--- src/hdl/udc_pkg.sv ---
package udc_pkg;
    localparam int UDC_WIDTH = 4;
    localparam logic [3:0] UDC_RESET_VALUE = 4'h0;
    localparam logic [3:0] UDC_MAX_COUNT = 4'h9;
    localparam logic [3:0] UDC_MIN_COUNT = 4'h0;
    localparam int UDC_SYNC_STAGES = 2;
    localparam int UDC_SYNC_STAGES_MIN = 2;

    typedef enum logic [1:0] {
        UDC_HOLD = 2'h0,
        UDC_UP = 2'h1,
        UDC_DOWN = 2'h3,
        UDC_LOAD = 2'h2
    } udc_mode_t;

    function automatic logic [3:0] udc_inc(input logic [3:0] v);
        if (v >= UDC_MAX_COUNT) begin
            return UDC_MIN_COUNT;
        end
        return v + 4'h1;
    endfunction

    function automatic logic [3:0] udc_dec(input logic [3:0] v);
        if (v == UDC_MIN_COUNT || v > UDC_MAX_COUNT) begin
            return UDC_MAX_COUNT;
        end
        return v - 4'h1;
    endfunction
endpackage

--- src/hdl/udc_sync.sv ---
`timescale 1ns/100ps
module udc_sync
    import udc_pkg::*;
#(
    parameter int STAGES = UDC_SYNC_STAGES
) (
    input wire logic sys_clk,
    input wire logic rstn,
    input wire logic async_in,
    output logic sync_out
);
    logic [STAGES-1:0] chain_q;

    if (STAGES < UDC_SYNC_STAGES_MIN) begin : g_stage_check
        $error("udc_sync needs at least two stages");
    end

    // idle level of the clock pins is high
    always_ff @(posedge sys_clk or negedge rstn) begin
        if (!rstn) begin
            chain_q <= '1;
        end else begin
            chain_q <= {chain_q[STAGES-2:0], async_in};
        end
    end

    assign sync_out = chain_q[STAGES-1];
endmodule // udc_sync

--- src/hdl/udc_edge.sv ---
`timescale 1ns/100ps
module udc_edge
    import udc_pkg::*;
(
    input wire logic sys_clk,
    input wire logic rstn,
    input wire logic level_in,
    output logic rise,
    output logic level_q
);
    always_ff @(posedge sys_clk or negedge rstn) begin
        if (!rstn) begin
            level_q <= 1'b1;
        end else begin
            level_q <= level_in;
        end
    end

    assign rise = level_in & ~level_q;
endmodule // udc_edge

--- src/hdl/udc_counter.sv ---
`timescale 1ns/100ps
module udc_counter
    import udc_pkg::*;
#(
    parameter int WIDTH = UDC_WIDTH
) (
    input wire logic sys_clk,
    input wire logic rstn,
    input wire logic count_up_clock,
    input wire logic count_down_clock,
    input wire logic master_clear,
    input wire logic preset_load_n,
    input wire logic [WIDTH-1:0] preset_value,
    output logic [WIDTH-1:0] count_value,
    output logic carry_out_n,
    output logic borrow_out_n
);
    logic [WIDTH-1:0] count_q;
    logic [WIDTH-1:0] count_d;
    logic up_s;
    logic down_s;
    logic up_rise;
    logic down_rise;
    logic up_prev;
    logic down_prev;
    logic carry_q;
    logic borrow_q;
    logic low_bit_free;
    logic [WIDTH-1:0] step_up;
    logic [WIDTH-1:0] step_down;
    udc_mode_t mode;
    logic ctrl_busy;
    logic up_held_q;
    logic down_held_q;

    if (WIDTH != UDC_WIDTH) begin : g_width_check
        $error("udc_counter supports only a four bit decade");
    end

    udc_sync u_sync_up (
        .sys_clk(sys_clk),
        .rstn(rstn),
        .async_in(count_up_clock),
        .sync_out(up_s)
    );

    udc_sync u_sync_down (
        .sys_clk(sys_clk),
        .rstn(rstn),
        .async_in(count_down_clock),
        .sync_out(down_s)
    );

    // edge history keeps tracking during clear and load
    udc_edge u_edge_up (
        .sys_clk(sys_clk),
        .rstn(rstn),
        .level_in(up_s),
        .rise(up_rise),
        .level_q(up_prev)
    );

    udc_edge u_edge_down (
        .sys_clk(sys_clk),
        .rstn(rstn),
        .level_in(down_s),
        .rise(down_rise),
        .level_q(down_prev)
    );

    // lowest bit only steps when the other clock rests high
    assign low_bit_free = (up_rise & down_s) | (down_rise & up_s);

    // wrap and recovery from illegal codes
    assign step_up = udc_inc(count_q);
    assign step_down = udc_dec(count_q);

    // clear wins over load; load over clocks
    assign mode = master_clear ? UDC_LOAD :
                  !preset_load_n ? UDC_LOAD :
                  (up_rise & down_s) ? UDC_UP :
                  (down_rise & up_s) ? UDC_DOWN :
                  UDC_HOLD;

    // one shared next-state for all four bits
    always_comb begin
        count_d = count_q;
        case (mode)
            UDC_UP: begin
                count_d = step_up;
            end
            UDC_DOWN: begin
                count_d = step_down;
            end
            UDC_LOAD: begin
                count_d = master_clear ? UDC_RESET_VALUE : preset_value;
            end
            UDC_HOLD: begin
                count_d = count_q;
            end
            default: begin
                count_d = count_q;
            end
        endcase
        if (!low_bit_free && mode != UDC_LOAD) begin
            count_d[0] = count_q[0];
        end
    end

    always_ff @(posedge sys_clk or negedge rstn) begin
        if (!rstn) begin
            count_q <= UDC_RESET_VALUE;
        end else begin
            count_q <= count_d;
        end
    end

    // carry from bits 0 and 3 with up clock low
    // carry releases once the up clock is high
    // borrow from zero count with down clock low
    // one-flop mirror of the synchronised clocks
    always_ff @(posedge sys_clk or negedge rstn) begin
        if (!rstn) begin
            carry_q <= 1'b1;
            borrow_q <= 1'b1;
        end else begin
            carry_q <= ~(count_d[0] & count_d[3] & ~up_s);
            borrow_q <= ~((count_d == UDC_MIN_COUNT) & ~down_s);
        end
    end

    assign carry_out_n = carry_q;
    assign borrow_out_n = borrow_q;
    assign count_value = count_q;

    // note a clock held low through clear or load
    // flags feed only the assertions below
    assign ctrl_busy = master_clear | ~preset_load_n;

    always_ff @(posedge sys_clk or negedge rstn) begin
        if (!rstn) begin
            up_held_q <= 1'b0;
            down_held_q <= 1'b0;
        end else begin
            if (ctrl_busy && !up_s) begin
                up_held_q <= 1'b1;
            end else if (up_rise) begin
                up_held_q <= 1'b0;
            end
            if (ctrl_busy && !down_s) begin
                down_held_q <= 1'b1;
            end else if (down_rise) begin
                down_held_q <= 1'b0;
            end
        end
    end

    // assertions
    a_up_step: assert property (
        @(posedge sys_clk) disable iff (!rstn)
        (up_rise && down_s && !master_clear && preset_load_n
            && count_q < UDC_MAX_COUNT)
        |=> count_q == $past(count_q) + 4'h1)
        else $error("count did not step up");

    a_down_step: assert property (
        @(posedge sys_clk) disable iff (!rstn)
        (down_rise && up_s && !master_clear && preset_load_n
            && count_q > UDC_MIN_COUNT && count_q <= UDC_MAX_COUNT)
        |=> count_q == $past(count_q) - 4'h1)
        else $error("count did not step down");

    a_hold_idle: assert property (
        @(posedge sys_clk) disable iff (!rstn)
        (!up_rise && !down_rise && !master_clear && preset_load_n)
        |=> $stable(count_q))
        else $error("count moved without a clock edge");

    a_low_bit_lock: assert property (
        @(posedge sys_clk) disable iff (!rstn)
        (up_rise && !down_s && !master_clear && preset_load_n)
        |=> count_q[0] == $past(count_q[0]))
        else $error("lowest bit toggled with other clock low");

    a_bit0_lock_down: assert property (
        @(posedge sys_clk) disable iff (!rstn)
        (down_rise && !up_s && !master_clear && preset_load_n)
        |=> count_q[0] == $past(count_q[0]))
        else $error("lowest bit toggled with up clock low");

    a_carry_flag: assert property (
        @(posedge sys_clk) disable iff (!rstn)
        (count_q == UDC_MAX_COUNT && !$past(up_s)) |-> !carry_out_n)
        else $error("carry not asserted at nine");

    a_carry_mirror: assert property (
        @(posedge sys_clk) disable iff (!rstn)
        (count_q == UDC_MAX_COUNT && $past(up_s)) |-> carry_out_n)
        else $error("carry low while up clock high");

    a_carry_rest: assert property (
        @(posedge sys_clk) disable iff (!rstn)
        (!count_q[0] || !count_q[3]) |-> carry_out_n)
        else $error("carry low away from terminal count");

    a_carry_release: assert property (
        @(posedge sys_clk) disable iff (!rstn)
        (!carry_out_n && up_s) |=> carry_out_n)
        else $error("carry stayed low after up clock rose");

    a_borrow_flag: assert property (
        @(posedge sys_clk) disable iff (!rstn)
        (count_d == UDC_MIN_COUNT && !down_s) |=> !borrow_out_n)
        else $error("borrow not asserted at zero");

    a_borrow_release: assert property (
        @(posedge sys_clk) disable iff (!rstn)
        (!borrow_out_n && down_s) |=> borrow_out_n)
        else $error("borrow stayed low after down clock rose");

    a_borrow_rest: assert property (
        @(posedge sys_clk) disable iff (!rstn)
        (count_q != UDC_MIN_COUNT) |-> borrow_out_n)
        else $error("borrow low away from zero");

    a_preset_copy: assert property (
        @(posedge sys_clk) disable iff (!rstn)
        (!master_clear && !preset_load_n) |=> count_q == $past(preset_value))
        else $error("preset value not loaded");

    a_clear_wins: assert property (
        @(posedge sys_clk) disable iff (!rstn)
        master_clear [*2] |-> count_q == UDC_RESET_VALUE)
        else $error("clear did not hold count at zero");

    a_clear_over_load: assert property (
        @(posedge sys_clk) disable iff (!rstn)
        (master_clear && !preset_load_n) |=> count_q == UDC_RESET_VALUE)
        else $error("load overrode clear");

    a_wrap_up: assert property (
        @(posedge sys_clk) disable iff (!rstn)
        (mode == UDC_UP && count_q >= UDC_MAX_COUNT)
        |=> count_q == UDC_MIN_COUNT)
        else $error("up count did not wrap to zero");

    a_wrap_down: assert property (
        @(posedge sys_clk) disable iff (!rstn)
        (mode == UDC_DOWN && count_q == UDC_MIN_COUNT)
        |=> count_q == UDC_MAX_COUNT)
        else $error("down count did not wrap to nine");

    a_count_legal: assert property (
        @(posedge sys_clk) disable iff (!rstn)
        (mode == UDC_UP || mode == UDC_DOWN) |=> count_q <= UDC_MAX_COUNT)
        else $error("count left the decade range");

    a_edge_after_clear: assert property (
        @(posedge sys_clk) disable iff (!rstn)
        (master_clear ##1 (!master_clear && preset_load_n && up_rise
            && down_s))
        |=> count_q == 4'h1)
        else $error("edge after clear not counted");

    a_held_up_counts: assert property (
        @(posedge sys_clk) disable iff (!rstn)
        (up_held_q && up_rise && down_s && !master_clear && preset_load_n
            && count_q < UDC_MAX_COUNT)
        |=> count_q == $past(count_q) + 4'h1)
        else $error("up edge after clear or load not counted");

    a_held_down_counts: assert property (
        @(posedge sys_clk) disable iff (!rstn)
        (down_held_q && down_rise && up_s && !master_clear && preset_load_n
            && count_q > UDC_MIN_COUNT && count_q <= UDC_MAX_COUNT)
        |=> count_q == $past(count_q) - 4'h1)
        else $error("down edge after clear or load not counted");

    a_prev_tracks: assert property (
        @(posedge sys_clk) disable iff (!rstn)
        ##1 (up_prev == $past(up_s) && down_prev == $past(down_s)))
        else $error("edge history lost");
endmodule // udc_counter

--- config.mk ---
export PLATFORM = sky130hd
export DESIGN_NAME = udc_counter
export DESIGN_NICKNAME = d
export VERILOG_FILES = /design/src/hdl/udc_pkg.sv /design/src/hdl/udc_sync.sv /design/src/hdl/udc_edge.sv /design/src/hdl/udc_counter.sv
export SDC_FILE = /design/constraint.sdc
export NUM_CORES = 1
export LEC_CHECK = 0
export BUFFER_PORTS_ARGS = -buffer_cell sky130_fd_sc_hd__buf_2
export CAP_MARGIN = 20
export CORE_MARGIN = 2
export CORE_UTILIZATION = 52
export CTS_BUF_LIST = sky130_fd_sc_hd__clkbuf_2 sky130_fd_sc_hd__clkbuf_4 sky130_fd_sc_hd__clkbuf_8
export CTS_CLUSTER_SIZE = 14
export DETAILED_ROUTE_END_ITERATION = 8
export PLACE_DENSITY = 0.84
export SYNTH_ARGS = -nofsm -noshare
export SYNTH_HDL_FRONTEND = slang
export SYNTH_HIERARCHICAL = 1
export SYNTH_SLANG_ARGS = --single-unit
--- constraint.sdc ---
create_clock -name sys_clk -period 3.1 [get_ports sys_clk]
set_clock_uncertainty 0.1 [all_clocks]
set_input_delay 0.155 -clock sys_clk [delete_from_list [all_inputs] [get_ports sys_clk]]
set_output_delay 0.155 -clock sys_clk [all_outputs]
set_load 0.005 [all_outputs]
# After elaboration in Yosys (flattened, before gate mapping)
# Index checks and enable logic that the tools add are counted.
# Widths: inputs -> output; s select.
# op_classes
addsub	2
order_cmp	2
eq_ne	4
muxes	13
n_bitwise	14
n_reduce_logical	6
# ops
op	count
$mux 4	5
$pmux 4 s4	1
$logic_not 4->1	2
$mux 2	4
$and 1x1->1	7
$not 1->1	6
$add 4x1->4 const B	1
$eq 2x2->1 const B	2
$ge 4x4->1 const B	1
$gt 4x4->1 const B	1
$sub 4x1->4 const B	1
$mux 1	3
$eq 2x1->1 const B	1
$logic_not 2->1	1
$ne 2x2->1 const B	1
$logic_and 1x1->1	1
$logic_not 1->1	1
$logic_or 1x1->1	1
$or 1x1->1	1
# word_totals
ff_bits	12
input_bits	10
output_inout_bits	6
wordCells	48

# Depth between registers and ports, before layout
# Gate-level depths: netlist (run 1).
# logic_depth
depth_word	13
ltp_mapped	7
mapped_depth_nobuf	7

# Cells and area by module
# The synthesis (run 1) kept the hierarchy.
# modules_own_cells
mod	instances	cells_each	area_per_inst_um2	seq_area_each_um2
udc_counter	1	61	530.5	152.6
udc_sync	2	2	52.6	52.6
udc_edge	2	2	40.0	26.3

# Worst setup path before layout (run 1)
# OpenSTA, ideal clock, no wires.
# synth_timing
path_type	reg2reg
startpoint	reg count_q[0] (netlist: count_value[0])
endpoint	reg carry_q (netlist: carry_out_n)
setup_ns	0.088
arrival_time_ns	1.671
t_required_ns	2.912
path_slack_ns	1.241
path_stages_with_launch	8
n_path_buf	0
period_less_slack_ns	1.859
cell_sequence	dfrtp_1 > inv_1 > ha_1 > nor3b_1 > o221ai_1 > nand3_1 > o211ai_1 > or3_1
# synth_between
elab_chain_len	9
word_cells_on_any_way	15
cone_classes	add/sub (2); order compare (2); mux (6); bitwise (3); reduce/logical (2)
# synth_lines
element	line	text
start: declaration	udc_counter.sv:18	logic [WIDTH-1:0] count_q;
start signal: assignment	udc_counter.sv:114	count_q <= count_d;
$gt 4x4->1 / $logic_not 4->1 (equally long branches)	udc_pkg.sv:24	if (v == UDC_MIN_COUNT || v > UDC_MAX_COUNT) begin
$logic_or 1x1->1	udc_pkg.sv:24	
$mux 1	udc_pkg.sv:24	
$mux 4	udc_pkg.sv:27	return v - 4'h1;
$pmux 4 s4	udc_counter.sv:88	case (mode)
$mux 1	udc_counter.sv:105	if (!low_bit_free && mode != UDC_LOAD) begin
$and 1x1->1 * (2 in a row)	udc_counter.sv:127	carry_q <= ~(count_d[0] & count_d[3] & ~up_s);
$not 1->1 *	udc_counter.sv:127	
end signal: assignment	udc_counter.sv:127	
end: declaration	udc_counter.sv:26	logic carry_q;
# Mark *: on every way between the ends. The rest lies on a longest branch, timed or not.

# Worst setup path after layout (run 1)
# Ends and elaborated chain as after synthesis.

==> qor.csv, run 1 <==
metric,value,unit
outcome,"finished, final reports clean",
ctsResizeCount,0,
intPower,314,µW
die-area,1690,µm²
antenna_found_initial,0,
cp_max_fo,8,
synthAdderAreaFrac,5.24,%
clk_path_buf_depth,2,
pin_count,16,
start_kind,flop,
grt-ovfl-total,0,
clk-insertion-delay-late,0.28,ns
leakage,0.000372,µW
grt_pass1_vias,478,
cts.sinks,12,
wirelength,1.61,mm
cp_top_family,simple AND/OR/NAND/NOR gates,
power.share.clock,26.2,%
synth-compound-area-share,16.3,%
placed_area,788,µm²
drive_above_1_share,39.8,%
grt_start_max_net_pins,13,
switching_share,33.3,%
syn2layout_area_growth,19.4,%
seqPwrFrac,43.8,%
drcViolationCount,0,
ys_ff_latch,12,
diodes,0,
cp_slowest_cell,dfrtp_1,
cp_data_required_time,3.21,ns
grt_usage,22.7,%
yosysUniqueCellTypes,34,
layout_min_cycle_time,2.19,ns
synth.yosys.seq_area_share,43.4,%
fin_cells,103,
setup_violations,0,
drt_iter0_markers,25,
worst_pin_slew,0.474,ns
fin_setup_tns,0,ns
synth_top_family_by_area,simple AND/OR/NAND/NOR gates,
synth_xor_xnor_area_share,1.22,%
vias_per_cell,5.92,
fin_crit_sh,70.7,%
rsz0062_at_grt,no,
drv_cap,0,
start_util,55.0,%
worstPathBufferInverterCount,1,
hold_class,primary input to flop,
dp_hpwl,1.19,mm
drtAntennaViolNets,0,
drtPass1Iterations,4,
worst-setup-path-type,flop to flop,
grt_pass1_wl,2.35,mm
finalNetCount,102,
end_kind,flop,
yosysWarnings,6,
irDropWorstVdd,0.471,mV
muxShareOfSynthArea,0,%
hold_buffers,3,
cp.arrival,2.30,ns
gp_congestion,1.04,
numPortBuffers,15,
drv_slew,0,
cts_tree,built,
min_from,preset_value[3],
fin_area,855,µm²
cts-root-buf,clkbuf_4,
cts_setup_buffers,0,
cp-startpoint,count_value[0],
clock.fmax,456,MHz
worstPathCellList,inv_1 > ha_1 > nor3b_1 > o221ai_1 > nand3_1 > o211ai_1 > or3_1,
maxSlewHeadroom,68.3,%
hold_viol,0,
syn_nets,82,
max_stage_delay,0.48,ns
coreArea,1300,µm²
combPwrFrac,30.0,%
fp.dieH,41.1,µm
r2r-start,count_value[0],
synth_area_per_cell,10.4,µm²
path_clk_slew,0.08,ns
yosys.area_share.simple,28.8,%
wl_per_cell,15.7,µm
p_per_area,551,nW/µm²
placedCellCount,96,
htreeDepth,1,
rows,13,
num_vias,610,
syn_inst,69,
fp.dieW,41.1,µm
cts_buffers,3,
synth_area,716,µm²
p_sw,157,µW
## path summary, 6_finish.rpt
kind | to | slack (ns) | depth (start not counted)
setup / recovery | carry_out_n | 0.91 | 7
hold / removal | count_value[3] | 0.03 | 3
setup reg to reg | carry_out_n | 0.91 | 7
hold reg to reg | u_sync_up/chain_q[1] | 0.26 | 0
max in group asynchronous | u_edge_up/level_q | 2.44 | 2
min in group asynchronous | count_value[1] | 0.19 | 2
## power by group through the flow
stage	Combinational [µW]	Clock [µW]	Sequential (µW)
6_report	141	123	206
5_1_grt	154	135	209
4_1_cts	139	129	206
3_5_place_dp	135	0	208
3_3_place_gp	135	0	207
2_1_floorplan	95.3	0	202
## synthesized netlist by cell type
| cell type | number | share of area [%] |
|---|---|---|
| o311ai_0 | 1 | 1.2 |
| and2_2 | 1 | 1.0 |
| buf_6 | 1 | 1.6 |
| o22a_2 | 1 | 1.4 |
| nor3_1 | 1 | 0.70 |
| o31ai_1 | 1 | 1.0 |
| a32oi_1 | 2 | 2.4 |
| a21boi_0 | 1 | 1.0 |
| buf_2 | 1 | 0.70 |
| nor4b_1 | 1 | 1.2 |
| and2_1 | 1 | 0.87 |
| a21oi_2 | 1 | 1.2 |
| nand2b_1 | 1 | 0.87 |
| dfrtp_1 | 4 | 14 |
| nor2b_4 | 2 | 3.8 |
| a41o_1 | 1 | 1.4 |
| nand2_1 | 6 | 3.1 |
| ha_1 | 3 | 5.2 |
| clkbuf_2 | 1 | 0.70 |
| nor4_1 | 1 | 0.87 |
| o221ai_1 | 1 | 1.2 |
| nand2b_4 | 1 | 1.9 |
| or2b_2 | 1 | 1.2 |
| xor2_1 | 1 | 1.2 |
| nand3_1 | 6 | 4.2 |
| or3_1 | 2 | 1.7 |
| inv_1 | 4 | 2.1 |
| nor3b_1 | 2 | 2.1 |
| a2111oi_2 | 1 | 2.1 |
| o211ai_1 | 3 | 3.1 |
| nand4_1 | 1 | 0.87 |
| nor2b_1 | 3 | 2.6 |
| nor2_1 | 3 | 1.6 |
| dfstp_2 | 8 | 29 |
## through the flow
stage                     worst slack [ns]  util [%]  hold WS (ns)  power [µW]
after floorplan                       1.24         -        -0.241         297
after global placement               0.922      60.6       -0.0693         342
after detailed placement             0.935      60.6       -0.0654         343
after CTS                            0.924      65.7        0.0179         474
after global routing                 0.724      65.7        0.0194         498
final                                0.907      65.7        0.0305         471
## sequential cells by signal, summed over array words and instances (netlist names)
| name | cells |
|---|---|
| count_value | 4 |
| carry_out_n | 1 |
| u_sync_up/chain_q | 2 |
| borrow_out_n | 1 |
| u_edge_down/level_q | 1 |
| u_sync_down/chain_q | 2 |
| u_edge_up/level_q | 1 |
## cells in the final DEF, fill, tap and decap left out
cell type       n
clkbuf_8        1
nand2_1         6
nand2b_4        1
a32oi_1         2
nor4b_1         1
nor3_1          1
dfrtp_1         4
o31ai_1         1
xor2_1          1
ha_1            3
or2b_2          1
a41o_1          1
o311ai_0        1
nor4_1          1
nand3_1         6
a21boi_0        1
clkbuf_4        3
o211ai_1        3
nor2_1          3
o221ai_1        1
or3_1           2
nor2b_1         3
a2111oi_2       1
dfstp_2         8
buf_2          15
o22a_2          1
and2_2          1
dlygate4sd3_1   3
a21oi_2         1
nor2b_4         2
and2_1          1
nand2b_1        1
nor3b_1         2
nand4_1         1
inv_1           4
## final cells by class
| type | instances | area [µm²] |
|---|---|---|
| Tap cell | 15 | 18.8 |
| Multi-Input combinational cell | 50 | 369 |
| Sequential cell | 12 | 310 |
| Timing Repair Buffer | 18 | 105 |
| Clock buffer | 4 | 36.3 |
| Fill cell | 104 | 447 |
| Inverter | 4 | 15.0 |
## worst reg2reg max path: cells and delay by family, from the launching register on
kind	cells	cell delay, ns
flops	1	0.48
compound gates	2	0.33
buf+inv	1	0.14
fa+ha+maj	1	0.24
simple gates	3	0.83
## layer usage
layer	up-vias	global-route usage [%]	share of wire, %
met4	0	14.5	2.7
met1	285	31.5	46
met5	-	0	0
li1	293	-	-
met2	26	32.4	47
met3	6	3.80	4.2
## logic make-up (layout without fill, tap and decap cells)
family          Yosys count  count (layout)
compound gates           13              13
xor+xnor                  1               1
fa+ha+maj                 3               3
buf+inv                   7              26
flops                    12              12
simple gates             33              33
Power figures use the tool's default switching activity.
==> run 2, diff against run 1 <==
==> constraint.sdc (replaced) <==
create_clock -name sys_clk -period 2.25 [get_ports sys_clk]
set_clock_uncertainty 0.1 [all_clocks]
set_input_delay 0.1125 -clock sys_clk [delete_from_list [all_inputs] [get_ports sys_clk]]
set_output_delay 0.1125 -clock sys_clk [all_outputs]
set_load 0.005 [all_outputs]
==> run 2 against run 1 <==
Core utilization rose by 1.9 points. Highest routed layer unchanged. Non-clock buffer count rose by 2. Critical path depth did not move. Largest cell class unchanged. Critical endpoint unchanged. First-iteration DRC count rose by 24%. Clock power rose by 39%. Critical path type unchanged.
==> qor.csv, run 2 (synthesized netlist as in run 1, its figures left out) <==
metric,value,unit
outcome,"finished, final reports clean",
fin_crit_sh,93.6,%
start_kind,flop,
drcViolationCount,0,
cp_max_fo,8,
cp_slowest_cell,dfrtp_1,
clk_path_buf_depth,2,
dp_hpwl,1.10,mm
placedCellCount,96,
fillCellCount,101,
worstPathCellList,inv_1 > ha_1 > nor2_1 > nor4_1 > nor3_1 > a2111oi_2 > or3_1,
wl_per_cell,15.0,µm
layout_min_cycle_time,2.11,ns
rsz0062_at_grt,no,
max_stage_delay,0.47,ns
cts_buffers,3,
p_sw,220,µW
wirelength,1.58,mm
finalNetCount,104,
gp_congestion,1.02,
cts-root-buf,clkbuf_4,
drv_slew,0,
grt_usage,24.1,%
r2r-start,count_value[0],
pin_count,16,
r2r.worst_path.cells,7,
drt_iter0_markers,31,
antenna_found_initial,0,
setup_violations,0,
die-area,1690,µm²
clock.fmax,475,MHz
reg2reg_to,carry_out_n,
coreArea,1300,µm²
intPower,438,µW
combPwrFrac,30.8,%
grt_pass1_vias,541,
cp_data_required_time,2.38,ns
worst-setup-path-type,flop to flop,
hold_viol,0,
r2r_setup_slack,0.14,ns
cts.sinks,12,
path_clk_slew,0.07,ns
fin_setup_tns,0,ns
num_vias,616,
drv_cap,0,
grt_start_max_net_pins,13,
end_kind,flop,
p_per_area,748,nW/µm²
grt-ovfl-total,0,
seq_area,310,µm²
fp.dieW,41.1,µm
drtAntennaViolNets,0,
switching_share,33.4,%
numPortBuffers,15,
seqPwrFrac,43.2,%
fin_util,67.6,%
drive_above_1_share,40.0,%
syn2layout_area_growth,22.9,%
irDropWorstVdd,0.531,mV
diodes,0,
worst_hold_slack,0.108,ns
largest_reg_flops,4,
fin_cells,105,
power.share.clock,26.0,%
htreeDepth,1,
multi_input_area,374,µm²
grt_pass1_wl,2.43,mm
worst_pin_slew,0.485,ns
clk-insertion-delay-late,0.28,ns
leakage,0.000383,µW
mostFrequentLayoutCells,"15 x buf_2, 8 x dfstp_2, 6 x nand2_1, 6 x nand3_1, 5 x dlygate4sd3_1",
mostFrequentLayoutCell,buf_2,
rows,13,
fp.dieH,41.1,µm
cts_tree,built,
drtPass1Iterations,4,
min_from,preset_value[1],
holdPathStages,4,
hold_end,count_value[1],
hold_class,primary input to flop,
start_util,55.0,%
vias_per_cell,5.87,
cp.arrival,2.23,ns
maxSlewHeadroom,67.6,%
## run 2: area by class of cell
class                   count  share of cell area (%)
well taps                  15                    2.13
flip-flops and latches     12                    35.3
clock buffers               4                    4.13
multi-input cells          50                    42.5
repair buffers             20                    14.2
inverters                   4                    1.71
## run 2: power by group through the flow
stage | clock [µW] | combinational, µW | sequential, µW
CTS | 173 | 195 | 284
floorplan | 0 | 131 | 278
finish | 171 | 202 | 284
global placement | 0 | 188 | 284
detailed placement | 0 | 187 | 287
global route | 188 | 222 | 289
## run 2: repair_timing
item | 4_1_cts | 5_1_grt
resized for setup | 0 | 1
setup buffers | 0 | 0
endpoints found under the hold margin | 16 | 0
hold buffers | 5 | 0
setup endpoints to repair | 0 | 1
## run 2: worst max path at each step
stage / to / cells after the start / from / slack, ns
2_1_floorplan: carry_out_n / 7 / count_value[0] / 0.39
3_3_place_gp: carry_out_n / 7 / count_value[0] / 0.08
4_1_cts: carry_out_n / 7 / count_value[0] / 0.05
3_5_place_dp: carry_out_n / 7 / count_value[0] / 0.06
6_report: carry_out_n / 7 / count_value[0] / 0.14
5_1_grt: carry_out_n / 7 / count_value[0] / 0.02
## run 2: routing by layer
layer	part of all wire [%]	up-vias	global-route usage, %	wire length (µm)
met5	0	-	0	0
met4	2.2	0	10.5	35
met3	7.9	5	8.15	124
met2	48	36	33.6	755
met1	42	283	33.6	661
li1	-	292	-	-
## run 2: stage by stage
step	cell area, µm²	setup slack [ns]	total power [µW]
3_5_place_dp	788	0.0599	474
4_1_cts	875	0.0466	651
6_report	880	0.144	658
2_1_floorplan	716	0.391	410
3_3_place_gp	788	0.0816	472
5_1_grt	880	0.0219	699
## run 2: critical path: cells and delay by family, from the launching register on
family,cells,cell delay [ns]
flops,1,0.47
fa+ha+maj,1,0.25
compound gates,1,0.42
buf+inv,1,0.13
simple gates,4,0.68
